### src/hw/csr_params.svh
// constants for the cpu special register core
`ifndef CSR_PARAMS_SVH
`define CSR_PARAMS_SVH
`define CSR_ADDR_INDIRECT 6'h00
`define CSR_ADDR_RTC 6'h01
`define CSR_ADDR_PCL 6'h02
`define CSR_ADDR_STATUS 6'h03
`define CSR_ADDR_RAMSEL 6'h04
`define CSR_ADDR_PORT5 6'h05
`define CSR_ADDR_PORT6 6'h06
`define CSR_ST_CARRY 0
`define CSR_ST_NIBBLE 1
`define CSR_ST_ZERO 2
`define CSR_ST_PDOWN 3
`define CSR_ST_TOUT 4
`define CSR_ST_PAGE_LSB 5
`define CSR_P5_CPAGE 0
`define CSR_P5_RAMMSB 1
`define CSR_P5_DATA_LSB 4
`define CSR_P5_RSVD_MASK 8'hF3
`define CSR_RST_STATUS 8'h18
`define CSR_RST_BYTE 8'h00
`define CSR_RST_PC 13'h0000
`endif

### src/hw/csr_pkg.sv
// types for the cpu special register core
package csr_pkg;
   typedef enum logic [2:0] {
      CSR_RUN = 3'b001,
      CSR_SLEEP = 3'b010,
      CSR_IDLE = 3'b100
   } csr_mode_t;
endpackage : csr_pkg

### src/hw/csr_core.sv
// special function registers of the cpu core
`timescale 1ns/10ps
`include "csr_params.svh"
module csr_core
   import csr_pkg::*;
#(
   parameter int STACK_DEPTH = 8
) (
   // clock and reset
   input wire logic clk_sys,
   input wire logic rst,
   input wire logic reset_n_pin,
   // register access from the core
   input wire logic reg_wr,
   input wire logic reg_rd,
   input wire logic [5:0] reg_addr,
   input wire logic [7:0] reg_wdata,
   output logic [7:0] reg_rdata,
   output logic [7:0] indirect_addr,
   output logic indirect_wr,
   output logic indirect_rd,
   output logic [7:0] indirect_wdata,
   input wire logic [7:0] indirect_rdata,
   // program flow
   input wire logic jump_instr,
   input wire logic call_instr,
   input wire logic return_instr,
   input wire logic pc_step,
   input wire logic pc_add,
   input wire logic [9:0] branch_target,
   output logic [12:0] pc,
   // flags from the alu
   input wire logic flags_we,
   input wire logic carry_in,
   input wire logic nibble_carry_in,
   input wire logic zero_in,
   // power events
   input wire logic sleep_instr,
   input wire logic idle_select,
   input wire logic watchdog_clear_instr,
   input wire logic watchdog_timeout,
   // pins
   input wire logic rtc_pin,
   input wire logic rtc_from_pin,
   input wire logic infrared_output_pin,
   input wire logic [7:0] port6_pins,
   input wire logic [7:0] port6_gpio,
   input wire logic [7:0] port8_pins,
   input wire logic [7:0] port8_gpio,
   input wire logic ext_irq_a_pin,
   input wire logic ext_irq_b_pin,
   input wire logic ext_irq_a_rising,
   // outputs to the rest of the chip
   output logic control_page_select,
   output logic data_ram_msb,
   output logic [1:0] bank_sel,
   output logic [3:0] port5_data,
   output logic [7:0] port6_data,
   output logic ext_irq_a,
   output logic ext_irq_b,
   output logic wake,
   output logic sleeping
);
   localparam int SPW = $clog2(STACK_DEPTH);

   // ************************************
   // state
   // ************************************
   typedef struct packed {
      logic [7:0] rtc;
      logic [12:0] pc;
      logic [7:0] status;
      logic [7:0] ram_sel;
      logic [7:0] port5;
      logic [7:0] port6;
      logic [SPW-1:0] sp;
      logic rtc_q;
      logic irq_a_q;
      logic irq_b_q;
      logic irq_a;
      logic irq_b;
      logic [17:0] pins_q;
      logic wake;
      logic [7:0] rdata;
      logic [7:0] iaddr;
      logic iwr;
      logic ird;
      logic [7:0] iwdata;
      logic asleep;
      csr_mode_t mode;
   } csr_state_t;

   csr_state_t s;
   csr_state_t next_s;
   logic [12:0] stack [STACK_DEPTH];
   logic reset_any;
   logic [17:0] pins_now;
   logic [17:0] pins_en;
   logic [7:0] pcl_sum;
   logic [7:0] rd_mux;

   assign reset_any = rst | ~reset_n_pin;
   assign pins_now = {rtc_pin, infrared_output_pin, port6_pins, port8_pins};
   assign pins_en = {2'b11, port6_gpio, port8_gpio};
   assign pcl_sum = s.pc[7:0] + reg_wdata;

   // ************************************
   // read path
   // ************************************
   always_comb begin
      case (reg_addr)
         `CSR_ADDR_INDIRECT: rd_mux = indirect_rdata;
         `CSR_ADDR_RTC: rd_mux = s.rtc;
         `CSR_ADDR_PCL: rd_mux = s.pc[7:0];
         `CSR_ADDR_STATUS: rd_mux = s.status;
         `CSR_ADDR_RAMSEL: rd_mux = s.ram_sel;
         `CSR_ADDR_PORT5: rd_mux = s.port5 & `CSR_P5_RSVD_MASK;
         `CSR_ADDR_PORT6: rd_mux = s.port6;
         default: rd_mux = `CSR_RST_BYTE;
      endcase
   end

   // ************************************
   // next state
   // ************************************
   always_comb begin
      next_s = s;
      next_s.rdata = reg_rd ? rd_mux : s.rdata;
      next_s.rtc_q = rtc_pin;
      next_s.irq_a_q = ext_irq_a_pin;
      next_s.irq_b_q = ext_irq_b_pin;
      next_s.pins_q = pins_now;
      // indirect strobes leave a cycle late so the ram sees a settled address
      next_s.iaddr = s.ram_sel;
      next_s.iwr = reg_wr && (reg_addr == `CSR_ADDR_INDIRECT);
      next_s.ird = reg_rd && (reg_addr == `CSR_ADDR_INDIRECT);
      next_s.iwdata = reg_wdata;
      next_s.irq_a = ext_irq_a_rising ? (ext_irq_a_pin & ~s.irq_a_q)
                                      : (~ext_irq_a_pin & s.irq_a_q);
      next_s.irq_b = ~ext_irq_b_pin & s.irq_b_q;
      // level changes only count in low power; registered as a pulse
      next_s.wake = (s.mode != CSR_RUN) && (|((pins_now ^ s.pins_q) & pins_en));
      if (rtc_from_pin ? (rtc_pin & ~s.rtc_q) : 1'b1) begin
         next_s.rtc = s.rtc + 8'h01;
      end
      // program counter
      if (pc_step) begin
         next_s.pc = s.pc + 13'h0001;
      end
      if (jump_instr) begin
         next_s.pc = {s.status[7:5], branch_target};
      end else if (call_instr) begin
         next_s.pc = {s.status[7:5], branch_target};
         next_s.sp = s.sp + 1'b1;
      end else if (return_instr) begin
         next_s.pc = stack[s.sp - 1'b1];
         next_s.sp = s.sp - 1'b1;
      end else if (reg_wr && reg_addr == `CSR_ADDR_PCL) begin
         if (pc_add) begin
            next_s.pc = {s.pc[12:8], pcl_sum};
         end else begin
            next_s.pc = {s.pc[12:8], reg_wdata};
         end
      end
      // register writes
      if (reg_wr) begin
         case (reg_addr)
            `CSR_ADDR_RTC: next_s.rtc = reg_wdata;
            `CSR_ADDR_STATUS: begin
               // timeout and power-down are not writable by software
               next_s.status = {reg_wdata[7:5], s.status[4:3], reg_wdata[2:0]};
            end
            `CSR_ADDR_RAMSEL: next_s.ram_sel = reg_wdata;
            `CSR_ADDR_PORT5: next_s.port5 = reg_wdata & `CSR_P5_RSVD_MASK;
            `CSR_ADDR_PORT6: next_s.port6 = reg_wdata;
            default: ;
         endcase
      end
      if (flags_we) begin
         next_s.status[`CSR_ST_CARRY] = carry_in;
         next_s.status[`CSR_ST_NIBBLE] = nibble_carry_in;
         next_s.status[`CSR_ST_ZERO] = zero_in;
      end
      // power flags and mode
      case (s.mode)
         CSR_RUN: begin
            if (sleep_instr) begin
               next_s.status[`CSR_ST_TOUT] = 1'b1;
               next_s.status[`CSR_ST_PDOWN] = 1'b0;
               next_s.mode = idle_select ? CSR_IDLE : CSR_SLEEP;
            end
         end
         CSR_SLEEP, CSR_IDLE: begin
            if (s.wake) begin
               next_s.mode = CSR_RUN;
            end
         end
         default: next_s.mode = CSR_RUN;
      endcase
      if (watchdog_clear_instr) begin
         next_s.status[`CSR_ST_TOUT] = 1'b1;
         next_s.status[`CSR_ST_PDOWN] = 1'b1;
      end
      // wdt restart: timeout 0, power-down kept (0 after a sleep, 1 after a watchdog clear or power-up)
      if (watchdog_timeout) begin
         next_s.status[`CSR_ST_TOUT] = 1'b0;
         next_s.pc = `CSR_RST_PC;
         next_s.sp = '0;
         next_s.mode = CSR_RUN;
      end
      // registered so the low-power flag leaves straight from a flop
      next_s.asleep = (next_s.mode != CSR_RUN);
   end

   // ************************************
   // registers
   // ************************************
   always_ff @(posedge clk_sys) begin
      if (reset_any) begin
         s.rtc <= `CSR_RST_BYTE;
         s.pc <= `CSR_RST_PC;
         // power-up pair is 1/1; a pin reset from sleep keeps power-down low
         if (rst) begin
            s.status <= `CSR_RST_STATUS;
         end else begin
            s.status <= {3'b000, 1'b1, s.status[`CSR_ST_PDOWN], 3'b000};
         end
         s.ram_sel <= `CSR_RST_BYTE;
         s.port5 <= `CSR_RST_BYTE;
         s.port6 <= `CSR_RST_BYTE;
         s.sp <= '0;
         // histories take the pins, so a pin held high is no false edge after reset
         s.rtc_q <= rtc_pin;
         s.irq_a_q <= ext_irq_a_pin;
         s.irq_b_q <= ext_irq_b_pin;
         s.irq_a <= 1'b0;
         s.irq_b <= 1'b0;
         s.pins_q <= pins_now;
         s.wake <= 1'b0;
         s.rdata <= `CSR_RST_BYTE;
         s.iaddr <= `CSR_RST_BYTE;
         s.iwr <= 1'b0;
         s.ird <= 1'b0;
         s.iwdata <= `CSR_RST_BYTE;
         s.asleep <= 1'b0;
         s.mode <= CSR_RUN;
      end else begin
         s <= next_s;
      end
   end

   // stack storage has no reset; entries are written before use
   always_ff @(posedge clk_sys) begin
      if (!reset_any && call_instr && !jump_instr) begin
         stack[s.sp] <= s.pc + 13'h0001;
      end
   end

   // ************************************
   // outputs
   // ************************************
   assign indirect_addr = s.iaddr;
   assign indirect_wr = s.iwr;
   assign indirect_rd = s.ird;
   assign indirect_wdata = s.iwdata;
   assign reg_rdata = s.rdata;
   assign pc = s.pc;
   assign control_page_select = s.port5[`CSR_P5_CPAGE];
   assign data_ram_msb = s.port5[`CSR_P5_RAMMSB];
   assign bank_sel = s.ram_sel[7:6];
   assign port5_data = s.port5[7:4];
   assign port6_data = s.port6;
   assign ext_irq_a = s.irq_a;
   assign ext_irq_b = s.irq_b;
   assign wake = s.wake;
   assign sleeping = s.asleep;

   // ************************************
   // checks
   // ************************************
   a_jump_page: assert property (@(posedge clk_sys) disable iff (reset_any)
      jump_instr |=> pc[12:10] == $past(s.status[7:5]) && pc[9:0] == $past(branch_target))
      else $error("jump did not load page and target");
   a_move_keeps_hi: assert property (@(posedge clk_sys) disable iff (reset_any)
      (reg_wr && reg_addr == `CSR_ADDR_PCL && !pc_add && !jump_instr && !call_instr
       && !return_instr && !watchdog_timeout) |=> pc[12:8] == $past(pc[12:8])
       && pc[7:0] == $past(reg_wdata))
      else $error("move to pc wrong");
   a_call_return: assert property (@(posedge clk_sys) disable iff (reset_any)
      (call_instr && !jump_instr && !watchdog_timeout) ##1 (return_instr && !jump_instr
       && !call_instr && !watchdog_timeout) |=> pc == $past(pc, 2) + 13'h0001)
      else $error("return did not restore pc");
   a_sleep_flags: assert property (@(posedge clk_sys) disable iff (reset_any)
      (sleep_instr && !sleeping && !watchdog_clear_instr && !watchdog_timeout)
      |=> s.status[4:3] == 2'b10 && sleeping)
      else $error("sleep flags wrong");
   a_wdt_clear: assert property (@(posedge clk_sys) disable iff (reset_any)
      (watchdog_clear_instr && !watchdog_timeout) |=> s.status[4:3] == 2'b11)
      else $error("watchdog clear flags wrong");
   a_wdt_timeout: assert property (@(posedge clk_sys) disable iff (reset_any)
      watchdog_timeout |=> !s.status[4] && s.status[3] == $past(s.status[3]))
      else $error("watchdog timeout flags wrong");
   a_port5_rsvd: assert property (@(posedge clk_sys) disable iff (reset_any)
      reg_rd && reg_addr == `CSR_ADDR_PORT5 |=> reg_rdata[3:2] == 2'b00)
      else $error("port5 reserved bits not zero");
   a_rtc_tick: assert property (@(posedge clk_sys) disable iff (reset_any)
      (!rtc_from_pin && !(reg_wr && reg_addr == `CSR_ADDR_RTC)) |=> s.rtc == $past(s.rtc) + 8'h01)
      else $error("counter did not tick");
   a_irq_b_fall: assert property (@(posedge clk_sys) disable iff (reset_any)
      ($fell(ext_irq_b_pin)) |=> ext_irq_b)
      else $error("falling edge on irq b missed");
   a_call_load: assert property (@(posedge clk_sys) disable iff (reset_any)
      (call_instr && !jump_instr && !watchdog_timeout)
      |=> pc == {$past(s.status[7:5]), $past(branch_target)})
      else $error("call did not load page and target");
   a_add_keeps_hi: assert property (@(posedge clk_sys) disable iff (reset_any)
      (reg_wr && reg_addr == `CSR_ADDR_PCL && pc_add && !jump_instr && !call_instr
       && !return_instr && !watchdog_timeout) |=> pc[12:8] == $past(pc[12:8])
       && pc[7:0] == $past(pc[7:0]) + $past(reg_wdata))
      else $error("add to pc wrong");
   a_flags_update: assert property (@(posedge clk_sys) disable iff (reset_any)
      flags_we |=> s.status[2:0] == $past({zero_in, nibble_carry_in, carry_in}))
      else $error("alu flags not stored");
   a_status_guard: assert property (@(posedge clk_sys) disable iff (reset_any)
      (reg_wr && reg_addr == `CSR_ADDR_STATUS && !sleep_instr && !watchdog_clear_instr
       && !watchdog_timeout) |=> s.status[4:3] == $past(s.status[4:3])
       && s.status[7:5] == $past(reg_wdata[7:5]))
      else $error("status write wrong");
   a_indirect_wr: assert property (@(posedge clk_sys) disable iff (reset_any)
      (reg_wr && reg_addr == `CSR_ADDR_INDIRECT)
      |=> indirect_wr && indirect_wdata == $past(reg_wdata))
      else $error("indirect write not passed on");
   a_bank_sel: assert property (@(posedge clk_sys) disable iff (reset_any)
      (reg_wr && reg_addr == `CSR_ADDR_RAMSEL) |=> bank_sel == $past(reg_wdata[7:6]))
      else $error("bank select not written");
   a_port5_fields: assert property (@(posedge clk_sys) disable iff (reset_any)
      (reg_wr && reg_addr == `CSR_ADDR_PORT5) |=> port5_data == $past(reg_wdata[7:4])
       && control_page_select == $past(reg_wdata[0]) && data_ram_msb == $past(reg_wdata[1]))
      else $error("port5 fields not written");
   a_irq_a_edge: assert property (@(posedge clk_sys) disable iff (reset_any)
      ((ext_irq_a_rising && $rose(ext_irq_a_pin))
       || (!ext_irq_a_rising && $fell(ext_irq_a_pin))) |=> ext_irq_a)
      else $error("selected edge on irq a missed");
   a_irq_b_quiet: assert property (@(posedge clk_sys) disable iff (reset_any)
      $rose(ext_irq_b_pin) |=> !ext_irq_b)
      else $error("rising edge on irq b flagged");
   a_wake_exit: assert property (@(posedge clk_sys) disable iff (reset_any)
      (wake && sleeping) |=> !sleeping)
      else $error("wake did not leave low power");
   a_wake_only_asleep: assert property (@(posedge clk_sys) disable iff (reset_any)
      wake |-> $past(sleeping))
      else $error("wake raised while running");
endmodule : csr_core

### config.mk
export PLATFORM = sky130hd
export DESIGN_NAME = csr_core
export DESIGN_NICKNAME = d
export VERILOG_FILES = /design/src/hw/csr_pkg.sv /design/src/hw/csr_core.sv
export VERILOG_INCLUDE_DIRS = /design/src /design/src/hw
export SDC_FILE = /design/constraint.sdc
export NUM_CORES = 1
export LEC_CHECK = 0
export ABC_AREA = 1
export BUFFER_PORTS_ARGS = -buffer_cell sky130_fd_sc_hd__buf_2
export CORE_MARGIN = 2
export CORE_UTILIZATION = 57
export DETAILED_ROUTE_END_ITERATION = 10
export PLACE_DENSITY = 0.86
export SYNTH_ARGS = -nofsm -noshare
export SYNTH_HDL_FRONTEND = slang
export SYNTH_SLANG_ARGS = --single-unit
### constraint.sdc
create_clock -name clk_sys -period 2.9 [get_ports clk_sys]
set_clock_uncertainty 0.1 [all_clocks]
set_input_delay 0.58 -clock clk_sys [delete_from_list [all_inputs] [get_ports clk_sys]]
set_output_delay 0.58 -clock clk_sys [all_outputs]
set_load 0.01 [all_outputs]
; Word-level counts from Yosys, hierarchy flattened
; Memories as Yosys holds them, arrays and structs flattened.
; Cells that the tools add are included.
[word_totals]
register_bits = 108
latchBits = 0
ramBits = 104
romBits = 0
in_bits = 88
output_inout_bits = 59
wordCells = 119
memories = 1
[op_classes]
addsub = 5
n_mul = 0
div_mod_pow = 0
magnitude_cmp = 0
n_eq_ne = 13
n_shift = 0
muxes = 36
n_bitwise = 13
reduce_logical = 26
[mem_list]
columns = name, words, width, rd, rd_ports_with_merged_regs, wr, line
row1 = stack, 8, 13, 1, 0, 1, csr_core.sv:95  ; logic [12:0] stack [STACK_DEPTH];
[ops]
columns = cell, n
row1 = $mux 89, 1
row2 = $mux 8, 9
row3 = $mux 13, 5
row4 = $pmux 8 s7, 1
row5 = $mux 32, 1
row6 = $mux 3, 9
row7 = $and 18x18->18, 1
row8 = $eq 6x3->1 const B, 3
row9 = $reduce_or 18->1, 1
row10 = $xor 18x18->18, 1
row11 = $reduce_and 2->1, 7
row12 = $add 13x1->13 const B, 1
row13 = $eq 6x2->1 const B, 2
row14 = $add 8x1->8 const B, 1
row15 = $add 8x8->8, 1
row16 = $eq 6x1->1 const B, 1
row17 = $logic_and 1x1->1, 6
row18 = $logic_not 6->1, 1
row19 = $mux 2, 3
row20 = $ne 3x1->1 const B, 2
row21 = $not 1->1, 6
row22 = $pmux 3 s2, 1
row23 = $reduce_bool 2->1, 3
row24 = $reduce_bool 3->1, 2
row25 = 15 further kinds, 24

; Longest topological paths before layout
[depth]
word_depth = 8
depth_mapped = 14
ltp_nobuf = 12

; Worst setup path after synthesis
; Ideal clock, no wire load.
[synth_path]
path_kind = input -> register
start = input port reset_n_pin
end = memory stack[0][0], enable pin
setup_ns = 0.382
arrival_ns = 1.902
required_ns = 2.418
slack_ns = 0.516
cell_stages = 7
n_path_buf = 1
path_cell_list = inv_1 > nor2_2 > inv_1 > buf_2 > nor3_1 > nand2_1 > nor2_1
[synth_between]
elab_chain_len = 7
[synth_lines]
columns = item, line
row1 = from (decl), csr_core.sv:12  ; input wire logic reset_n_pin,
row2 = $not 1->1, csr_core.sv:102  ; assign reset_any = rst | ~reset_n_pin;
row3 = $or 1x1->1, csr_core.sv:102
row4 = $logic_not 1->1, csr_core.sv:254  ; if (!reset_any && call_instr && !jump_instr) begin
row5 = $logic_and 1x1->1 (2 in a row), csr_core.sv:254
row6 = $mux 1, csr_core.sv:254
row7 = $mux 1 (not written as such), csr_core.sv:255  ; stack[s.sp] <= s.pc + 13'h0001;
row8 = to (decl), csr_core.sv:95
; No other way between the ends.

; Worst setup path after layout
[layout_path]
start = register, netlist name pc[1]
end = register, netlist name pc[8]
[layout_between]
elab_chain_len = 6
[layout_lines]
columns = item, line
row1 = $add 13x1->13, csr_core.sv:148  ; next_s.pc = s.pc + 13'h0001;
row2 = $mux 13, csr_core.sv:147  ; if (pc_step) begin
row3 = $mux 13, csr_core.sv:158  ; end else if (reg_wr && reg_addr == `CSR_ADDR_PCL) begin
row4 = $mux 13, csr_core.sv:155  ; end else if (return_instr) begin
row5 = $mux 13, csr_core.sv:152  ; end else if (call_instr) begin
row6 = $mux 13, csr_core.sv:150  ; if (jump_instr) begin
; No other way between the ends. The select of a mux whose other input is x is not followed.
; A chain may end at the register's enable or synchronous reset.

==> results.py <==
metrics = {
    "setup_path": {
        "critPathSlowestCell": "dfxtp_1",
        "crit_chain": "ha_1 > nand2_1 > nor2_1 > nand2_1 > xor2_1 > inv_1 > nand2_1 > nand3_1 > nand2_1 > a21oi_1",
        "worst_setup_path_start_kind": "flip-flop",
        "cp.arrival_ns": 2.62,
        "critical_path.top_delay_family": "simple AND/OR/NAND/NOR gates",
        "crit_type": "flip-flop to flip-flop",
        "cp_max_fo": 9,
        "required_ns": 3.23,
        "slowest_delay_ns": 0.55,
        "critPathCaptureType": "flip-flop",
        "worst-path-buf-inv": 1,
        "cp_common_cell": "nand2_1",
        "r2r_slack_ns": 0.61,
    },
    "pwr": {
        "leakagePower_nw": 4.75,
        "p_int_mw": 4.94,
        "power.net_switching_mw": 1.47,
        "comb_power_share_pct": 7.5,
        "ir_worst_vdd_mv": 0.497,
        "pwr-share-clk_pct": 42.6,
        "p_per_area_nw_per_um2": 570,
        "power.share.switching_pct": 23.0,
        "seq_power_share_pct": 50.0,
    },
    "global_route": {
        "grt_usage_pct": 27.5,
        "antenna_found_initial": 2,
        "grt_pass1_wl_um": 39500,
        "gr-total-overflow": 0,
        "grt_max_degree": 58,
        "grt_pass1_vias": 8044,
    },
    "placed_design": {
        "portBuffers": 146,
        "hpwl_um": 18400,
        "gp_congestion": 1.00,
    },
    "timing": {
        "tightest_slew_ns": 0.658,
        "rsz0062_at_grt": "false",
        "maxClockFrequency_mhz": 436,
        "drv_slew": 0,
        "fin_crit_ns": 2.29,
        "hold_viol": 0,
        "post-route-period-util_pct": 79.1,
        "maxSlewHeadroom_pct": 56.0,
        "setup-tns-final_ns": 0,
        "setup_viol": 0,
    },
    "routing": {
        "ant_nets": 0,
        "highest_layer": "met5",
        "drc": 0,
        "met2_length_um": 11700,
        "wirelength_um": 25800,
        "wire_per_inst_um": 17.6,
        "drt-initial-drc-count": 871,
        "wl_met1_um": 10000,
        "first_pass_iters": 6,
        "route.met3.wl_um": 3290,
        "vias_per_cell": 5.78,
        "dr_total_vias": 8490,
    },
    "clock_network": {
        "post_cts_buffers": 0,
        "cts_max_path_buffers": 3,
        "numCtsBuffers": 22,
        "insertion_delay_ns": 0.50,
        "ctsHoldBuffers": 0,
        "cts_root_buf": "clkbuf_16",
        "cts_resized": 0,
        "cts.clk_slew.worst_paths_ns": 0.06,
        "clock-sinks": 211,
        "cts_tree": "done",
        "htree_levels": 1,
    },
    "logic_synthesis": {
        "synthFlopType": "edfxtp_1",
        "synth.distinct_cells": 49,
        "async_reset_ff_share_pct": 0,
        "yosysWarnings": 0,
        "ys_seq_area_share_pct": 54.0,
        "yosys.area.top_type": "edfxtp_1",
        "synth_top_cells_by_area": "edfxtp_1 34%, dfxtp_1 20%, nand2_1 6.6%",
        "synth_top_area_share_pct": 33.7,
        "synth_cells": 1113,
        "synthTopCellsByCount": "174 x nand2_1, 141 x nor2_1, 111 x edfxtp_1, 101 x inv_1, 100 x dfxtp_1",
        "syn_avg_cell_area_um2": 8.88,
        "synth-edff-count": 111,
        "synth_nets": 1214,
        "ys_seq_elements": 211,
        "yosysMostFrequentCell": "nand2_1",
        "mappedNetlistArea_um2": 9880,
    },
    "die": {
        "io_pins": 147,
        "row_count": 48,
        "die_x_um": 136,
        "initial_core_util_pct": 57.7,
        "design.die.area_um2": 18400,
        "dieHeight_um": 136,
        "core_area_um2": 17100,
    },
    "hold_path": {
        "hold_class": "primary input to flip-flop",
    },
    "run": {
        "drv_cap": 0,
    },
    "final_layout": {
        "fillCellCount": 1327,
        "finalCoreUtilization_pct": 65.7,
        "layout-drive-gt1-share_pct": 20.9,
        "fin_nets": 1327,
        "area_delta_synth_final_pct": 13.9,
    },
    "run_status": {
        "status": "finished, final reports clean",
    },
}
-- logic make-up after synthesis --
kind of cell	count (synthesis)	share of synthesized area (%)
adders and majority gates	13	1.72
buffers and inverters	197	9.96
AOI/OAI and AO/OA	227	13.0
xor gates and xnor gates	17	1.58
DFF	211	54.0
and+or+nand+nor	448	19.8
-- area by class of cell --
class / instances / area [µm²] / share of cell area [%]
timing repair buffer: 176 / 956 / 8.49
multi-input combinational: 705 / 3560 / 31.7
sequential: 211 / 5340 / 47.4
clock inverter: 10 / 78.8 / 0.700
antenna: 1 / 2.50 / 0.0222
tap: 225 / 282 / 2.50
clock buffer: 30 / 623 / 5.54
inverter: 110 / 414 / 3.68
-- worst register-to-register path, delay by kind of cell (launching register included) --
kind | cells | cell delay (ns)
xor gates and xnor gates | 1 | 0.17
DFF | 1 | 0.55
AOI/OAI and AO/OA | 1 | 0.13
buffers and inverters | 1 | 0.24
and+or+nand+nor | 6 | 0.79
adders and majority gates | 1 | 0.24
-- state kept, by name, indices dropped and copies added (netlist names), 2 cells and up --
register	count
stack	104
s	42
port6_data	8
pc	13
port5_data	4
indirect_addr	8
indirect_wdata	8
next_s	6
bank_sel	2
reg_rdata	8
-- through the flow --
step                worst slack, ns  std cells  power [mW]  cell area, µm²  hold slack [ns]
floorplan                     0.516       1113        3.56            9880            0.304
detailed placement            0.610       1427        3.73           10500            0.334
global route                  0.476       1467        6.58           11300           0.0872
CTS                           0.642       1467        6.42           11300           0.0910
finish                        0.605       1468        6.42           11300            0.102
global placement              0.731       1427        3.72           10500            0.319
-- worst paths after layout --
| path | end | start | depth (start not counted) |
|---|---|---|---|
| min reg2reg | ext_irq_b | s[51] | 2 |
| min | s[51] | ext_irq_b_pin | 1 |
| max | pc[8] | pc[1] | 10 |
| max reg2reg | pc[8] | pc[1] | 10 |
-- routing by layer --
metal | GRT usage [%] | vias up
met1 | 36.2 | 3914
met5 | 0 | -
met3 | 8.31 | 87
met4 | 10.4 | 2
li1 | - | 3924
met2 | 43.0 | 563
-- cells in the final DEF, fill, tap and decap left out, drive strengths merged, types with 9 or more instances in the layout --
master	Yosys	routed
nand4	13	13
inv	108	110
nand3	66	66
nor2	151	151
o211ai	27	27
clkbuf	16	30
or2	23	23
o21ai	107	107
nand2	176	176
nor3	14	14
dfxtp	100	100
buf	71	176
a21oi	63	63
edfxtp	111	111
xor2	9	9
o22ai	13	13
ha	12	12
-- power groups by stage --
stage / logic [mW] / registers (mW) / clock network [mW]
2_1_floorplan: 0.298 / 3.26 / 0
3_3_place_gp: 0.449 / 3.27 / 0
3_5_place_dp: 0.465 / 3.27 / 0
4_1_cts: 0.470 / 3.21 / 2.74
5_1_grt: 0.526 / 3.21 / 2.85
6_report: 0.479 / 3.21 / 2.73
No activity file was read; power rests on OpenSTA's default activity.
